===== src/vector_map_pkg.sv =====
// Purpose: Constants shared by the interrupt vector map.
// Assumes: Word addressed program memory, 14-bit program counter.
// Notes: Vector n sits at table base plus twice (n minus 1).
package vector_map_pkg;
  localparam int unsigned SRC_COUNT = 25;
  localparam int unsigned VEC_COUNT = 26;
  localparam int unsigned PC_W = 14;
  localparam int unsigned NUM_W = 5;
  localparam logic [13:0] RESET_APP_ADDR = 14'h0000;
  localparam logic [13:0] APP_TABLE_BASE = 14'h0000;
  localparam logic [13:0] BOOT_START_DEFAULT = 14'h1c00;
  localparam logic [13:0] VEC_STRIDE = 14'h0002;
  localparam logic FUSE_PROGRAMMED = 1'b0;
  // Source indices; vector number is index plus two
  localparam int unsigned SRC_EXT0 = 0;
  localparam int unsigned SRC_EXT1 = 1;
  localparam int unsigned SRC_PCG0 = 2;
  localparam int unsigned SRC_PCG1 = 3;
  localparam int unsigned SRC_PCG2 = 4;
  localparam int unsigned SRC_WDOG = 5;
  localparam int unsigned SRC_TB8_MA = 6;
  localparam int unsigned SRC_TB8_MB = 7;
  localparam int unsigned SRC_TB8_WRAP = 8;
  localparam int unsigned SRC_TW16_CAP = 9;
  localparam int unsigned SRC_TW16_MA = 10;
  localparam int unsigned SRC_TW16_MB = 11;
  localparam int unsigned SRC_TW16_WRAP = 12;
  localparam int unsigned SRC_TA8_MA = 13;
  localparam int unsigned SRC_TA8_MB = 14;
  localparam int unsigned SRC_TA8_WRAP = 15;
  localparam int unsigned SRC_SPI_DONE = 16;
  localparam int unsigned SRC_SER_RX = 17;
  localparam int unsigned SRC_SER_TXE = 18;
  localparam int unsigned SRC_SER_TXD = 19;
  localparam int unsigned SRC_CONV = 20;
  localparam int unsigned SRC_NVM = 21;
  localparam int unsigned SRC_ACMP = 22;
  localparam int unsigned SRC_TWO_WIRE = 23;
  localparam int unsigned SRC_PSTORE = 24;
  localparam logic [4:0] VEC_NUM_RESET = 5'h01;
  localparam logic [4:0] VEC_NUM_FIRST_IRQ = 5'h02;
endpackage


===== src/vector_offset_rom.sv =====
// Purpose: Registered lookup of a vector number's table offset.
// Assumes: Vector numbers 1 to 26; others read as zero.
// Notes: Offset is two words per entry, data leaves a register.
module vector_offset_rom (
  input wire logic clock,
  input wire logic rstn,
  input wire logic [4:0] vec_num,
  output logic [13:0] offset
);
  logic [13:0] offset_d;
  logic [13:0] offset_q;

  // Offset is the vector number less one, times two
  always_comb
  begin
    offset_d = 14'h0000;
    if (vec_num != 5'h00 && vec_num <= 5'(vector_map_pkg::VEC_COUNT))
    begin
      offset_d = 14'(vec_num - vector_map_pkg::VEC_NUM_RESET)
        * vector_map_pkg::VEC_STRIDE;
    end
  end

  always_ff @(posedge clock)
  begin
    if (!rstn)
      offset_q <= 14'h0000;
    else
      offset_q <= offset_d;
  end

  assign offset = offset_q;
endmodule


===== src/interrupt_vector_map.sv =====
// Purpose: Picks the vector for a reset or the highest priority request.
// Assumes: Requests are levels held by the sources until serviced.
// Notes: Fuse and select bit come in as plain inputs; output is
//   registered, valid three cycles after a take strobe.
//   Takes in the two busy cycles after an accepted one are dropped.
//   A take_irq with nothing pending answers with vector_none only,
//   and the map stays free for the next take.
//   Pending levels are looked at on the take edge alone; fuse,
//   select and boot start are looked at two edges later.
//   Software must settle the select bit before any take_irq.
//   Boot start is a plain input that must not move during a take.

// Behaviour
// - System reset goes to vector one, at word zero while the boot fuse is unprogrammed.
// - External request zero at 0x0002, request one at 0x0004.
// - Pin change groups at 0x0006, 0x0008, 0x000A; watchdog at 0x000C.
// - Second 8-bit timer at 0x000E, 0x0010, 0x0012.
// - 16-bit timer capture, match a, match b, wrap at 0x0014 to 0x001A.
// - First 8-bit timer at 0x001C, 0x001E, 0x0020.
// - SPI at 0x0022; serial receive, buffer empty, transmit at 0x0024-28.
// - Converter, data nvm, comparator, two-wire, program store 0x002A-32.
// - Programmed boot fuse starts execution at the boot loader address.
// - Boot table at 0x1C00 for reset and 0x1C02 for first interrupt.
// - With select set, vectors are table offset plus boot start.
// - Fuse one means word zero reset; select clear puts vectors at 0x002.
module interrupt_vector_map (
  input wire logic clock,
  input wire logic rstn,
  input wire logic [13:0] boot_start,
  input wire logic boot_reset_select_fuse,
  input wire logic vector_table_select_bit,
  input wire logic take_reset,
  input wire logic take_irq,
  input wire logic [24:0] irq_pending,
  output logic [13:0] vector_addr,
  output logic [4:0] vector_num,
  output logic vector_valid,
  output logic vector_none
);
  // Take, wait for the offset register, then form the address
  typedef enum logic [1:0] {IDLE, LOOKUP, FORM} phase_e;

  // All state of the map in one record
  typedef struct packed {
    phase_e phase;
    logic is_reset;
    logic [4:0] num;
    logic [13:0] addr;
    logic valid;
    logic none;
  } state_s;

  // State register and its next value
  state_s s_q;
  state_s s_d;

  // Priority pick, offset lookup and base selection
  wire [24:0] below_pend;
  wire [24:0] win_hot;
  logic [4:0] win_num;
  logic win_any;
  logic [13:0] rom_offset;
  logic [13:0] table_base;
  logic [13:0] reset_base;

  // lowest wins
  // A source wins only while no lower index is pending, so the
  // order of the table is the order of service
  for (genvar g = 0; g < vector_map_pkg::SRC_COUNT; g++)
  begin : g_pick
    if (g == 0)
    begin : g_first
      assign below_pend[g] = 1'b0; // Nothing lies below index zero
    end
    else
    begin : g_next
      assign below_pend[g] = below_pend[g-1] | irq_pending[g-1];
    end
    assign win_hot[g] = irq_pending[g] & ~below_pend[g];
  end

  // index zero is vector two
  // Encode the one-hot winner; bit i is vector i plus two
  always_comb
  begin
    win_num = 5'h00;
    for (int i = 0; i < vector_map_pkg::SRC_COUNT; i++)
    begin
      if (win_hot[i])
      begin
        win_num = 5'(i) + vector_map_pkg::VEC_NUM_FIRST_IRQ;
      end
    end
  end

  // Any pending level makes an interrupt take answerable
  assign win_any = |irq_pending;

  // two words each
  // The offset register adds one cycle; LOOKUP waits it out
  vector_offset_rom vector_offset_rom_i (
    .clock(clock),
    .rstn(rstn),
    .vec_num(s_q.num),
    .offset(rom_offset)
  );

  // Reset base follows the fuse alone, not the select bit
  // boot fuse relocation
  always_comb
  begin
    if (boot_reset_select_fuse == vector_map_pkg::FUSE_PROGRAMMED)
      reset_base = boot_start;
    else
      reset_base = vector_map_pkg::RESET_APP_ADDR;
  end

  // Table base follows the select bit alone, not the fuse
  // boot table base
  always_comb
  begin
    if (vector_table_select_bit)
      table_base = boot_start;
    else
      table_base = vector_map_pkg::APP_TABLE_BASE;
  end

  // Take, wait for the offset lookup, then form the address
  always_comb
  begin
    s_d = s_q;
    s_d.valid = 1'b0;
    s_d.none = 1'b0;
    unique case (s_q.phase)
      // Accept a take; a reset take beats an interrupt take
      IDLE:
      begin
        if (take_reset)
        begin
          s_d.is_reset = 1'b1;
          s_d.num = vector_map_pkg::VEC_NUM_RESET;
          s_d.phase = LOOKUP;
        end
        else if (take_irq)
        begin
          if (win_any)
          begin
            s_d.is_reset = 1'b0;
            s_d.num = win_num;
            s_d.phase = LOOKUP;
          end
          else
          begin
            s_d.none = 1'b1; // Nothing pending
          end
        end
      end
      // Takes seen here are ignored while the offset settles
      LOOKUP:
      begin
        s_d.phase = FORM;
      end
      // Fuse, select and boot start are sampled on this edge
      FORM:
      begin
        if (s_q.is_reset)
        begin
          s_d.addr = reset_base;
        end
        else
        begin
          s_d.addr = table_base + rom_offset;
        end
        s_d.valid = 1'b1;
        s_d.phase = IDLE;
      end
      // The fourth code of the phase is never entered
      default:
      begin
        s_d.phase = IDLE;
      end
    endcase
  end

  // Register the state; reset clears every field
  always_ff @(posedge clock)
  begin
    if (!rstn)
    begin
      s_q.phase <= IDLE;
      s_q.is_reset <= 1'b0;
      s_q.num <= 5'h00;
      s_q.addr <= 14'h0000;
      s_q.valid <= 1'b0;
      s_q.none <= 1'b0;
    end
    else
      s_q <= s_d;
  end

  // Outputs come straight from the state register
  assign vector_addr = s_q.addr;
  assign vector_num = s_q.num;
  assign vector_valid = s_q.valid;
  assign vector_none = s_q.none;
endmodule


===== config.mk =====
export PLATFORM = sky130hd
export DESIGN_NAME = interrupt_vector_map
export DESIGN_NICKNAME = d
export VERILOG_FILES = /design/src/vector_map_pkg.sv /design/src/vector_offset_rom.sv /design/src/interrupt_vector_map.sv
export SDC_FILE = /design/constraint.sdc
export NUM_CORES = 1
export LEC_CHECK = 0
export BUFFER_PORTS_ARGS = -buffer_cell sky130_fd_sc_hd__buf_4
export CORE_ASPECT_RATIO = 1.25
export CORE_MARGIN = 2
export CORE_UTILIZATION = 25
export CTS_BUF_LIST = sky130_fd_sc_hd__clkbuf_4 sky130_fd_sc_hd__clkbuf_8 sky130_fd_sc_hd__clkbuf_16
export DETAILED_ROUTE_END_ITERATION = 10
export GPL_TIMING_DRIVEN = 0
export SKIP_LAST_GASP = 1
export SYNTH_ARGS = -nofsm -noshare
export SYNTH_HDL_FRONTEND = slang
export SYNTH_SLANG_ARGS = --single-unit

===== constraint.sdc =====
create_clock -name clock -period 3.4 [get_ports clock]
set_clock_uncertainty 0.15 [all_clocks]
set_input_delay 0.68 -clock clock [delete_from_list [all_inputs] [get_ports clock]]
set_output_delay 0.68 -clock clock [all_outputs]
set_load 0.03 [all_outputs]

==> results.txt, run 1 <==
----------------------------------------------------
[Timing]
  Final setup violation count ... 0
  Max-slew headroom at the worst pin ... 63.3%
  Peak clock frequency supported by timing ... 343 MHz
  Setup repair after global routing missed its margin ... false
  Final period demand of the worst path ... 2.92 ns
  Endpoints failing hold ... 0
  Share of the clock period used by the worst path ... 85.7%
  Fin. max-slew vios ... 0
  Slew at the pin with the worst max-slew slack ... 0.551 ns
  Worst hold margin ... 0.307 ns

[Setup path]
  WP buf/inv ... 2
  Critical path startpoint category ... primary input
  Type of the worst setup path ... in2reg
  Endpoint of the worst register-to-register path ... vector_addr[13]
  Crit-path cells ... buf_4 -> and2_1 -> ha_1 -> inv_1 -> fa_1 -> nor2b_1 -> o31a_1 -> o41a_1 -> a31o_2 -> a221oi_1 -> a21oi_1
  Startpoint of the worst setup timing path ... vector_table_select_bit
  Levels on crit path ... 11
  Endpoint required time on the critical path ... 3.39 ns
  Cell depth of the worst flop-to-flop path ... 8
  Worst-case register-to-register setup slack ... 0.85 ns
  Arrival time of data at the critical path endpoint ... 2.90 ns
  Crit-path leading delay family ... compound AO/OA/AOI/OAI gates
  Worst Setup End Kind ... register
  Slowest CP cell ... o41a_1
  Startpoint of the most critical register-to-register path ... vector_offset_rom_i.offset[12]
  Critical path destination ... vector_addr[11]
  Highest net fanout along the worst path ... 14
  Delay contributed by the slowest stage of the critical path ... 0.41 ns

[Synthesis]
  Seq/Total Area, Yosys ... 26.1%
  Number of warning messages in the yosys log ... 0
  Post-synthesis adder-cell area fraction ... 8.49%
  Commonest register cell after synthesis ... dfxtp_1
  Synth Area in Compound Gates ... 27.3%
  Summed instance area of the synthesized netlist ... 2300 µm²
  Distinct cells, synth ... 51
  Cells after synthesis ... 297
  Nets in the synthesized netlist ... 357
  Number of flip-flops and latches in the synthesized netlist ... 30
  Mapped Avg Cell Area ... 7.74 µm²
  Fraction of registers with async set/reset ... 0%
  EDFF count, synth ... 0
  Post-synthesis share of cell area spent on xor and xnor gates ... 1.91%
  Simple-Gate Fraction of Synth Area ... 25.1%
  Mux cell area share after synthesis ... 0.980%
  Main combinational cell family by area after synthesis ... compound AO/OA/AOI/OAI gates

[Die]
  Core region area ... 9030 µm²
  Die X ... 89.8 µm
  Number of rows in the core area ... 39
  Count of pins on the block boundary ... 66
  Initial standard-cell utilization of the core ... 25.5%
  Area of the die ... 9980 µm²
  Die span in y ... 111 µm

[Pwr]
  Leak pwr ... 1.35 nW
  Power per cell area ... 370 nW/µm²
  Power after layout ... 1.14 mW
  Worst-case vdd ir drop ... 0.204 mV

[Cells and area]
  Leading cell types in the layout, fill and taps excluded ... 84 x buf_4, 32 x nor2_1, 30 x dfxtp_1
  Inserted Diodes ... 0
  Synthesis-to-finish area growth ... 34.3%
  Commonest non-fill, non-tap cell in the layout ... buf_4
  Share of layout cells above drive strength 1 ... 27.9%
  Filler-free cell count of the finished design ... 492
  Count of nets after finishing ... 428

[Route]
  Number of nets with antenna violations after detailed routing ... 0
  Total wirelength of the detailed-routed design ... 6.47 mm
  Detailed-route via count ... 2401
  Average detailed-routed wire length per instance ... 13.1 µm
  Number of detailed-route iterations in the first pass ... 4
  Drt via density ... 4.88
  Detailed-route DRC error count ... 0
  Iteration-0 DRC count of the detailed router ... 101

[Global route]
  Global-route usage over all layers ... 13.1%
  Global-route wire length before repair ... 10.9 mm
  Number of antenna violations at the first check in global routing ... 0
  Number of global-route vias before repair ... 2428
  Largest net degree at the start of global routing ... 11
  Overflow after GRT ... 0

[Clock tree]
  Clock latency on the worst-skew pair ... 0.27 ns
  Clk pin slew, worst setup/hold paths ... 0.05 ns
  TritonCTS clock tree ... built
  Num CTS Buffers ... 5
  Maximum clock insertion buffer count ... 2
  Number of buffers inserted to repair setup after CTS ... 0
  Number of sinks on the clock net ... 30
  Root Buffer ... clkbuf_16
  H-tree level count ... 2
  Hold bufs inserted after CTS ... 0

[Worst hold path]
  Class of the worst hold path ... reg2reg
  Count of cells along the worst hold path ... 2
  Min-delay src ... vector_addr[0]

[Place]
  Placer congestion estimate ... 0.811
  Dpl hpwl ... 5.22 mm
  Placed insts ... 485
  Buffers on Ports ... 65

[Outcome]
  Result of the run ... completed

[Flow run]
  Max-cap check violation count ... 0

----------------------------------------------------
==> worst register-to-register path: cells and delay by family, from the launching register on <==
family,cells,cell delay (ns)
fa+ha+maj,1,0.30
buf+inv,1,0.19
simple gates,1,0.20
xor+xnor,1,0.16
flops,1,0.57
compound gates,4,0.86
==> synthesized netlist by cell type (5+ instances only) <==
library cell	instances	area, µm²
nand2_1	20	75.1
inv_1	16	60.1
clkbuf_1	8	30.0
dfxtp_1	30	601
and2_1	12	75.1
nor2_1	32	120
ha_1	14	175
nor3_1	8	40.0
nand2b_1	6	37.5
nand3_1	7	35.0
nor4_1	5	31.3
buf_4	19	143
a211oi_1	5	37.5
o2111ai_1	5	43.8
a21oi_1	24	120
o21ai_0	21	105
==> logic make-up after synthesis <==
logic type	count (synthesis)
fa+ha+maj	15
xor+xnor	5
mux	2
compound gates	92
buf+inv	43
flops	30
simple gates	110
==> power by group <==
group / internal, mW / switching, mW
registers: 0.374 / 0.0166
logic: 0.138 / 0.161
clock network: 0.298 / 0.154
total: 0.809 / 0.332
==> worst min path at each step <==
stage	to	slack, ns
final	vector_addr[0]	0.31
after CTS	vector_addr[0]	0.31
after global placement	vector_addr[0]	0.29
after floorplan	vector_offset_rom_i.offset[1]	0.28
after global routing	vector_offset_rom_i.offset[1]	0.35
after detailed placement	vector_addr[0]	0.30
==> sequential cells by signal (all words and copies together) (netlist names) <==
name / flops
s_q: 3
vector_addr: 14
vector_none: 1
vector_num: 5
vector_offset_rom_i.offset: 6
vector_valid: 1
==> timing repair <==
item,CTS,global route
endpoints found under the setup margin,0,1
resized for setup,0,0
hold endpoints to repair,0,0
==> cell type report <==
| cell class | count | area, µm² |
|---|---|---|
| plain buffers | 26 | 169 |
| clock buffers | 7 | 146 |
| clock inverters | 1 | 5.00 |
| fillers | 961 | 5940 |
| inverters | 16 | 60.1 |
| multi-input cells | 224 | 1470 |
| flip-flops and latches | 30 | 601 |
| well taps | 123 | 154 |
| repair buffers | 65 | 488 |
==> metrics by stage <==
stage	setup slack (ns)	cell area, µm²	TNS, ns	util, %
final	0.485	3090	0	34.2
after global routing	0.325	3090	0	34.2
after CTS	0.144	3090	0	34.2
after detailed placement	-0.174	2940	-0.288	32.6
after global placement	-0.0535	2940	-0.0666	32.6
after floorplan	0.576	2300	0	-
==> per-layer routing <==
layer | routed length [µm] | global-route usage, %
met5 | 0 | 0
met2 | 3250 | 23.8
met1 | 2850 | 15.3
met3 | 258 | 2.04
met4 | 99 | 5.03
Power figures use the tool's default switching activity.
==> run 2, diff against run 1 <==
- ABC_AREA: unset -> 1
==> run 2 against run 1 <==
Compared with the run above:
- hold slack lost 0.012 ns
- die area grew 10%
- global-route usage shrank 0.059 points
- sequential cell count is the same
- synthesized area grew 10%
- non-clock buffer count is the same
- clock-buffer cell count shrank 2
- sequential share of layout area shrank 1.6 points
- clock power grew 13%
- fmax grew 13%
- first-iteration DRC count shrank 3.0%
- largest cell class unchanged
==> results.txt, run 2 <==
----------------------------------------------------
[Die]
  Die span in y ... 117 µm
  Area of the die ... 11000 µm²
  Die X ... 94.1 µm
  Count of pins on the block boundary ... 66
  Number of rows in the core area ... 41
  Initial standard-cell utilization of the core ... 25.4%
  Core region area ... 10000 µm²

[Synthesis]
  Main combinational cell family by area after synthesis ... simple AND/OR/NAND/NOR gates
  Seq/Total Area, Yosys ... 23.7%
  Number of flip-flops and latches in the synthesized netlist ... 30
  Post-synthesis share of cell area spent on xor and xnor gates ... 1.38%
  Cell taking the most area after synthesis ... dfxtp_1
  Post-synthesis adder-cell area fraction ... 7.69%
  Most frequent cells after synthesis ... 89 x nand2_1, 63 x inv_1, 39 x nor2_1
  Most frequent cell after synthesis ... nand2_1
  Leading post-synthesis cells by cell area ... dfxtp_1 24%, nand2_1 13%, inv_1 9.3%
  Commonest register cell after synthesis ... dfxtp_1
  Cells after synthesis ... 401
  EDFF count, synth ... 0
  Number of warning messages in the yosys log ... 0
  Mux cell area share after synthesis ... 0%
  Nets in the synthesized netlist ... 461
  Synth Area in Compound Gates ... 19.0%
  Fraction of registers with async set/reset ... 0%
  Summed instance area of the synthesized netlist ... 2540 µm²
  Mapped Avg Cell Area ... 6.33 µm²
  Simple-Gate Fraction of Synth Area ... 32.0%
  Area fraction of the dominant cell type after synthesis ... 23.7%
  Distinct cells, synth ... 37

[Route]
  Detailed-route DRC error count ... 0
  Average detailed-routed wire length per instance ... 11.5 µm
  Total wirelength of the detailed-routed design ... 6.96 mm
  Number of detailed-route iterations in the first pass ... 4
  Number of nets with antenna violations after detailed routing ... 0
  Detailed-route via count ... 2730
  Drt via density ... 4.53
  Iteration-0 DRC count of the detailed router ... 98

[Global route]
  Overflow after GRT ... 0
  Global-route usage over all layers ... 13.0%
  Number of global-route vias before repair ... 2583
  Number of antenna violations at the first check in global routing ... 0
  Largest net degree at the start of global routing ... 12
  Global-route wire length before repair ... 11.5 mm

[Setup path]
  Worst-case register-to-register setup slack ... 1.28 ns
  Slowest CP cell ... ha_1
  Crit-path leading delay family ... simple AND/OR/NAND/NOR gates
  WP buf/inv ... 3
  Endpoint required time on the critical path ... 3.46 ns
  Highest net fanout along the worst path ... 10
  Arrival time of data at the critical path endpoint ... 2.64 ns
  Type of the worst setup path ... in2reg
  Worst Setup End Kind ... register
  Critical path startpoint category ... primary input
  Endpoint of the worst register-to-register path ... vector_addr[7]
  Cell depth of the worst flop-to-flop path ... 7
  Crit-path cells ... buf_4 -> clkbuf_1 -> nand2_1 -> inv_1 -> ha_1 -> nand2_1 -> o21ai_0 -> nand3_1 -> nand3_1 -> nor2_1 -> nor2_1 -> nand2_1 -> a21oi_1
  Startpoint of the most critical register-to-register path ... vector_offset_rom_i.offset[12]
  Delay contributed by the slowest stage of the critical path ... 0.38 ns
  Most repeated library cell on the critical path ... nand2_1

[Clock tree]
  Root Buffer ... clkbuf_16
  Hold bufs inserted after CTS ... 0
  PostCTS Resize Cnt ... 0
  Number of buffers inserted to repair setup after CTS ... 0
  Maximum clock insertion buffer count ... 2
  Number of sinks on the clock net ... 30
  H-tree level count ... 2
  TritonCTS clock tree ... built
  Num CTS Buffers ... 5
  Clk pin slew, worst setup/hold paths ... 0.05 ns
  Clock latency on the worst-skew pair ... 0.28 ns

[Timing]
  Total negative slack ... 0 ns
  Final period demand of the worst path ... 2.58 ns
  Final setup violation count ... 0
  Max-slew headroom at the worst pin ... 67.6%
  Endpoints failing hold ... 0
  Peak clock frequency supported by timing ... 388 MHz
  Setup repair after global routing missed its margin ... false
  Fin. max-slew vios ... 0
  Share of the clock period used by the worst path ... 75.8%
  Slew at the pin with the worst max-slew slack ... 0.486 ns

[Pwr]
  Power per cell area ... 360 nW/µm²
  Leak pwr ... 1.73 nW
  Worst-case vdd ir drop ... 0.225 mV

[Worst hold path]
  Terminating pin of the worst hold path ... s_q[23]
  Min-delay src ... s_q[23]
  Class of the worst hold path ... reg2reg
  Count of cells along the worst hold path ... 1

[Place]
  Buffers on Ports ... 65
  Dpl hpwl ... 5.77 mm
  Placed insts ... 595
  Placer congestion estimate ... 0.891

[Cells and area]
  Multi-input combinational cell area ... 1520 µm²
  Leading cell types in the layout, fill and taps excluded ... 89 x nand2_1, 85 x buf_4, 63 x inv_1
  Register area ... 601 µm²
  Commonest non-fill, non-tap cell in the layout ... nand2_1
  Share of layout cells above drive strength 1 ... 23.6%
  Fillcell total ... 1086
  Flip-flop count of the largest register after layout ... 14
  Count of nets after finishing ... 533
  Synthesis-to-finish area growth ... 32.3%
  Inserted Diodes ... 0
  Filler-free cell count of the finished design ... 603

[Outcome]
  Result of the run ... completed

[Flow run]
  Max-cap check violation count ... 0

----------------------------------------------------
-- run 2: cell types whose count changed after synthesis, moves of 7 or more --
cell	change
a31oi_1	+10
and2_1	-12
inv_1	+47
nand2_1	+69
nand3_1	+18
nor2_1	+7
-- run 2: how the worst max path moves through the flow --
stage                                        from               to  slack [ns]  cells after the start
final                     vector_table_select_bit  vector_addr[12]        0.82                     13
after global routing      vector_table_select_bit  vector_addr[12]        0.63                     13
after CTS                 vector_table_select_bit  vector_addr[12]        0.86                     13
after detailed placement  vector_table_select_bit  vector_addr[12]        0.59                     13
after global placement    vector_table_select_bit  vector_addr[12]        0.58                     13
after floorplan           vector_table_select_bit  vector_addr[12]        1.08                     12
-- run 2: cells by family after synthesis --
group                      Yosys count
adders and majority gates           15
and+or+nand+nor                    182
AOI/OAI and AO/OA                   80
xor gates and xnor gates             4
buffers and inverters               90
DFF                                 30
-- run 2: final cells by class --
cell class                 count  area share, %
multi-input combinational    281           45.4
clock buffer                   5           3.73
clock inverter                 3           1.34
buffer                        26           5.18
sequential                    30           17.9
tap                          129           4.81
timing repair buffer          65           14.5
inverter                      64           7.15
-- run 2: report_power, final --
group / total [mW] / internal (mW) / switching, mW
sequential: 0.387 / 0.373 / 0.0134
combinational: 0.313 / 0.130 / 0.183
clock: 0.511 / 0.345 / 0.166
total: 1.21 / 0.848 / 0.362
-- run 2: worst reg2reg max path, cell delays in order (launching register included) --
cell and delay (ns):
dfxtp_1 0.54, ha_1 0.35, a21oi_1 0.21, o21ai_0 0.17, a21oi_1 0.19, xor2_1 0.21, nand2_1 0.11, a31oi_1 0.13
-- run 2: per-layer routing --
| metal | part of all wire, % | up-vias | global-route usage (%) | routed length (µm) |
|---|---|---|---|---|
| li1 | - | 1438 | - | - |
| met1 | 43 | 1187 | 14.9 | 2970 |
| met4 | 2.4 | 0 | 4.44 | 169 |
| met5 | 0 | - | 0 | 0 |
| met3 | 7.3 | 14 | 2.97 | 507 |
| met2 | 48 | 91 | 23.8 | 3310 |
-- run 2: stage by stage --
step	hold WS, ns	cell area, µm²	util, %	total power, mW	setup WS (ns)
2_1_floorplan	0.264	2540	-	0.589	1.08
3_3_place_gp	0.284	3190	31.9	0.703	0.582
3_5_place_dp	0.294	3190	31.9	0.706	0.586
4_1_cts	0.301	3360	33.6	1.22	0.864
5_1_grt	0.334	3360	33.6	1.28	0.626
6_report	0.295	3360	33.6	1.21	0.822
==> run 3, diff against run 2 <==
- ABC_AREA: 1 -> 0
- clock period: 3.4 -> 2.1 ns (I/O delays scaled with it)
==> run 3 against run 2 <==
Compared with the run above:
- the flow now finishes with violations (setup timing)
- sequential cell count unchanged
- die area down 9.1%
- sequential share of layout area up 0.11 points
- cell count down 17%
- critical path depth down 2
- hold slack worse by 0.0072 ns
- first-iteration DRC count down 18%
==> results.txt, run 3 (synthesis results as in run 1) <==
----------------------------------------------------
[Outcome]
  Result of the run ... finished with violations
  Failing checks ... setup timing

[Cells and area]
  Inserted Diodes ... 0
  Flip-flop count of the largest register after layout ... 14
  Post-layout util ... 37.1%
  Finished Cell Area ... 3350 µm²
  Leading cell types in the layout, fill and taps excluded ... 89 x buf_4, 32 x nor2_1, 28 x dfxtp_1
  Commonest non-fill, non-tap cell in the layout ... buf_4
  Synthesis-to-finish area growth ... 45.8%
  Count of nets after finishing ... 438
  Share of layout cells above drive strength 1 ... 36.4%

[Pwr]
  Switching fraction of total power ... 29.8%
  Leak pwr ... 1.41 nW
  Comb pwr share ... 28.1%
  Worst-case vdd ir drop ... 0.386 mV
  Sequential Power Share ... 33.5%
  Power per cell area ... 566 nW/µm²
  Net load switching power ... 565 µW
  Clk network pwr share ... 38.4%
  Internal power summed over all cells ... 1.33 mW

[Die]
  Number of rows in the core area ... 39
  Area of the die ... 9980 µm²
  Die span in y ... 111 µm
  Initial standard-cell utilization of the core ... 25.5%
  Core region area ... 9030 µm²
  Count of pins on the block boundary ... 66
  Die X ... 89.8 µm

[Timing]
  Max-slew headroom at the worst pin ... 61.6%
  Peak clock frequency supported by timing ... 411 MHz
  Share of the clock period used by the worst path ... 116%
  Worst hold margin ... 0.288 ns
  Worst-case setup margin in the final layout ... -0.331 ns
  Final setup violation count ... 8
  Slew at the pin with the worst max-slew slack ... 0.575 ns
  Setup repair after global routing missed its margin ... true
  Fin. max-slew vios ... 0
  Total negative slack ... -1.48 ns
  Endpoints failing hold ... 0
  Final period demand of the worst path ... 2.43 ns

[Clock tree]
  Num CTS Buffers ... 5
  Maximum clock insertion buffer count ... 2
  Clock latency on the worst-skew pair ... 0.27 ns
  TritonCTS clock tree ... built
  Hold bufs inserted after CTS ... 0
  Clk pin slew, worst setup/hold paths ... 0.05 ns
  Root Buffer ... clkbuf_16
  Number of sinks on the clock net ... 30
  H-tree level count ... 2

[Global route]
  Global-route wire length before repair ... 10.9 mm
  Number of antenna violations at the first check in global routing ... 0
  Largest net degree at the start of global routing ... 11
  Global-route usage over all layers ... 13.2%
  Number of global-route vias before repair ... 2356
  Overflow after GRT ... 0

[Setup path]
  Highest net fanout along the worst path ... 5
  Critical path startpoint category ... primary input
  Endpoint required time on the critical path ... 2.09 ns
  Worst Setup End Kind ... register
  Arrival time of data at the critical path endpoint ... 2.42 ns
  Type of the worst setup path ... in2reg

[Route]
  Average detailed-routed wire length per instance ... 13.4 µm
  Drt via density ... 4.82
  Number of detailed-route iterations in the first pass ... 4
  Detailed-route DRC error count ... 0
  Total wirelength of the detailed-routed design ... 6.74 mm
  Iteration-0 DRC count of the detailed router ... 80
  Detailed-route via count ... 2420
  Number of nets with antenna violations after detailed routing ... 0

[Place]
  Buffers on Ports ... 65
  Dpl hpwl ... 5.25 mm
  Placement-stage cell area ... 3010 µm²
  Placer congestion estimate ... 0.843

[Flow run]
  Max-cap check violation count ... 0

[Worst hold path]
  Class of the worst hold path ... in2reg

----------------------------------------------------
## run 3: cell count changes in the layout (fill, tap and decap cells not counted), sizes merged, moves of 5 or more
| cell | previous run | this run |
|---|---|---|
| nand4 | 7 | 1 |
| o21ai | 26 | 21 |
| nor2 | 47 | 32 |
| o211ai | 6 | 1 |
| a31oi | 11 | 2 |
| a211oi | 0 | 5 |
| nand3 | 26 | 8 |
| nand2 | 93 | 20 |
| inv | 64 | 16 |
| or4 | 0 | 6 |
| buf | 86 | 95 |
| nand2b | 0 | 6 |
| and2 | 0 | 12 |
## run 3: cell type report
class	instances	area [µm²]
inverter	16	60.1
buffer	26	179
multi-input combinational	224	1620
timing repair buffer	75	586
clock buffer	6	139
tap	123	154
fill	943	5680
sequential	30	603
clock inverter	2	12.5
## run 3: what timing repair did
| action | in CTS | in global routing |
|---|---|---|
| gates resized for setup | 13 | 15 |
| buffers inserted | 5 | 5 |
| setup endpoints to repair | 11 | 15 |
| pin swaps | 10 | 18 |
## run 3: critical path: stages
cell	delay (ns)
buf_6	0.10
and2_4	0.15
ha_4	0.16
inv_2	0.05
fa_2	0.20
nor2b_2	0.05
o31a_1	0.27
o41a_1	0.43
a2111oi_4	0.35
xnor2_1	0.15
a21oi_1	0.08
## run 3: power by group through the flow
stage / clock network [mW] / registers (mW) / logic [mW]
finish: 0.728 / 0.636 / 0.533
floorplan: 0 / 0.639 / 0.324
detailed placement: 0 / 0.647 / 0.504
global placement: 0 / 0.647 / 0.494
global route: 0.770 / 0.641 / 0.586
CTS: 0.743 / 0.636 / 0.521
## run 3: worst paths after layout
| kind | depth (start not counted) | startpoint | slack, ns | endpoint |
|---|---|---|---|---|
| max | 11 | boot_start[1] | -0.33 | vector_addr[13] |
| min | 3 | take_reset | 0.29 | s_q[21] |
| max reg2reg | 9 | vector_offset_rom_i.offset[1] | -0.26 | vector_addr[13] |
| min reg2reg | 2 | vector_addr[0] | 0.31 | vector_addr[0] |
## run 3: routing by layer
layer	up-vias	GRT usage (%)	part of all wire, %
li1	1234	-	-
met1	1108	15.5	42
met2	70	24.8	52
met3	8	1.56	4.6
met4	0	3.69	1.4
met5	-	0	0
## run 3: through the flow
| stage | cells | worst slack, ns | power [mW] |
|---|---|---|---|
| floorplan | 297 | -0.366 | 0.963 |
| global placement | 485 | -0.745 | 1.14 |
| detailed placement | 485 | -0.760 | 1.15 |
| CTS | 498 | -0.382 | 1.90 |
| global route | 502 | -0.427 | 2.00 |
| finish | 502 | -0.331 | 1.90 |
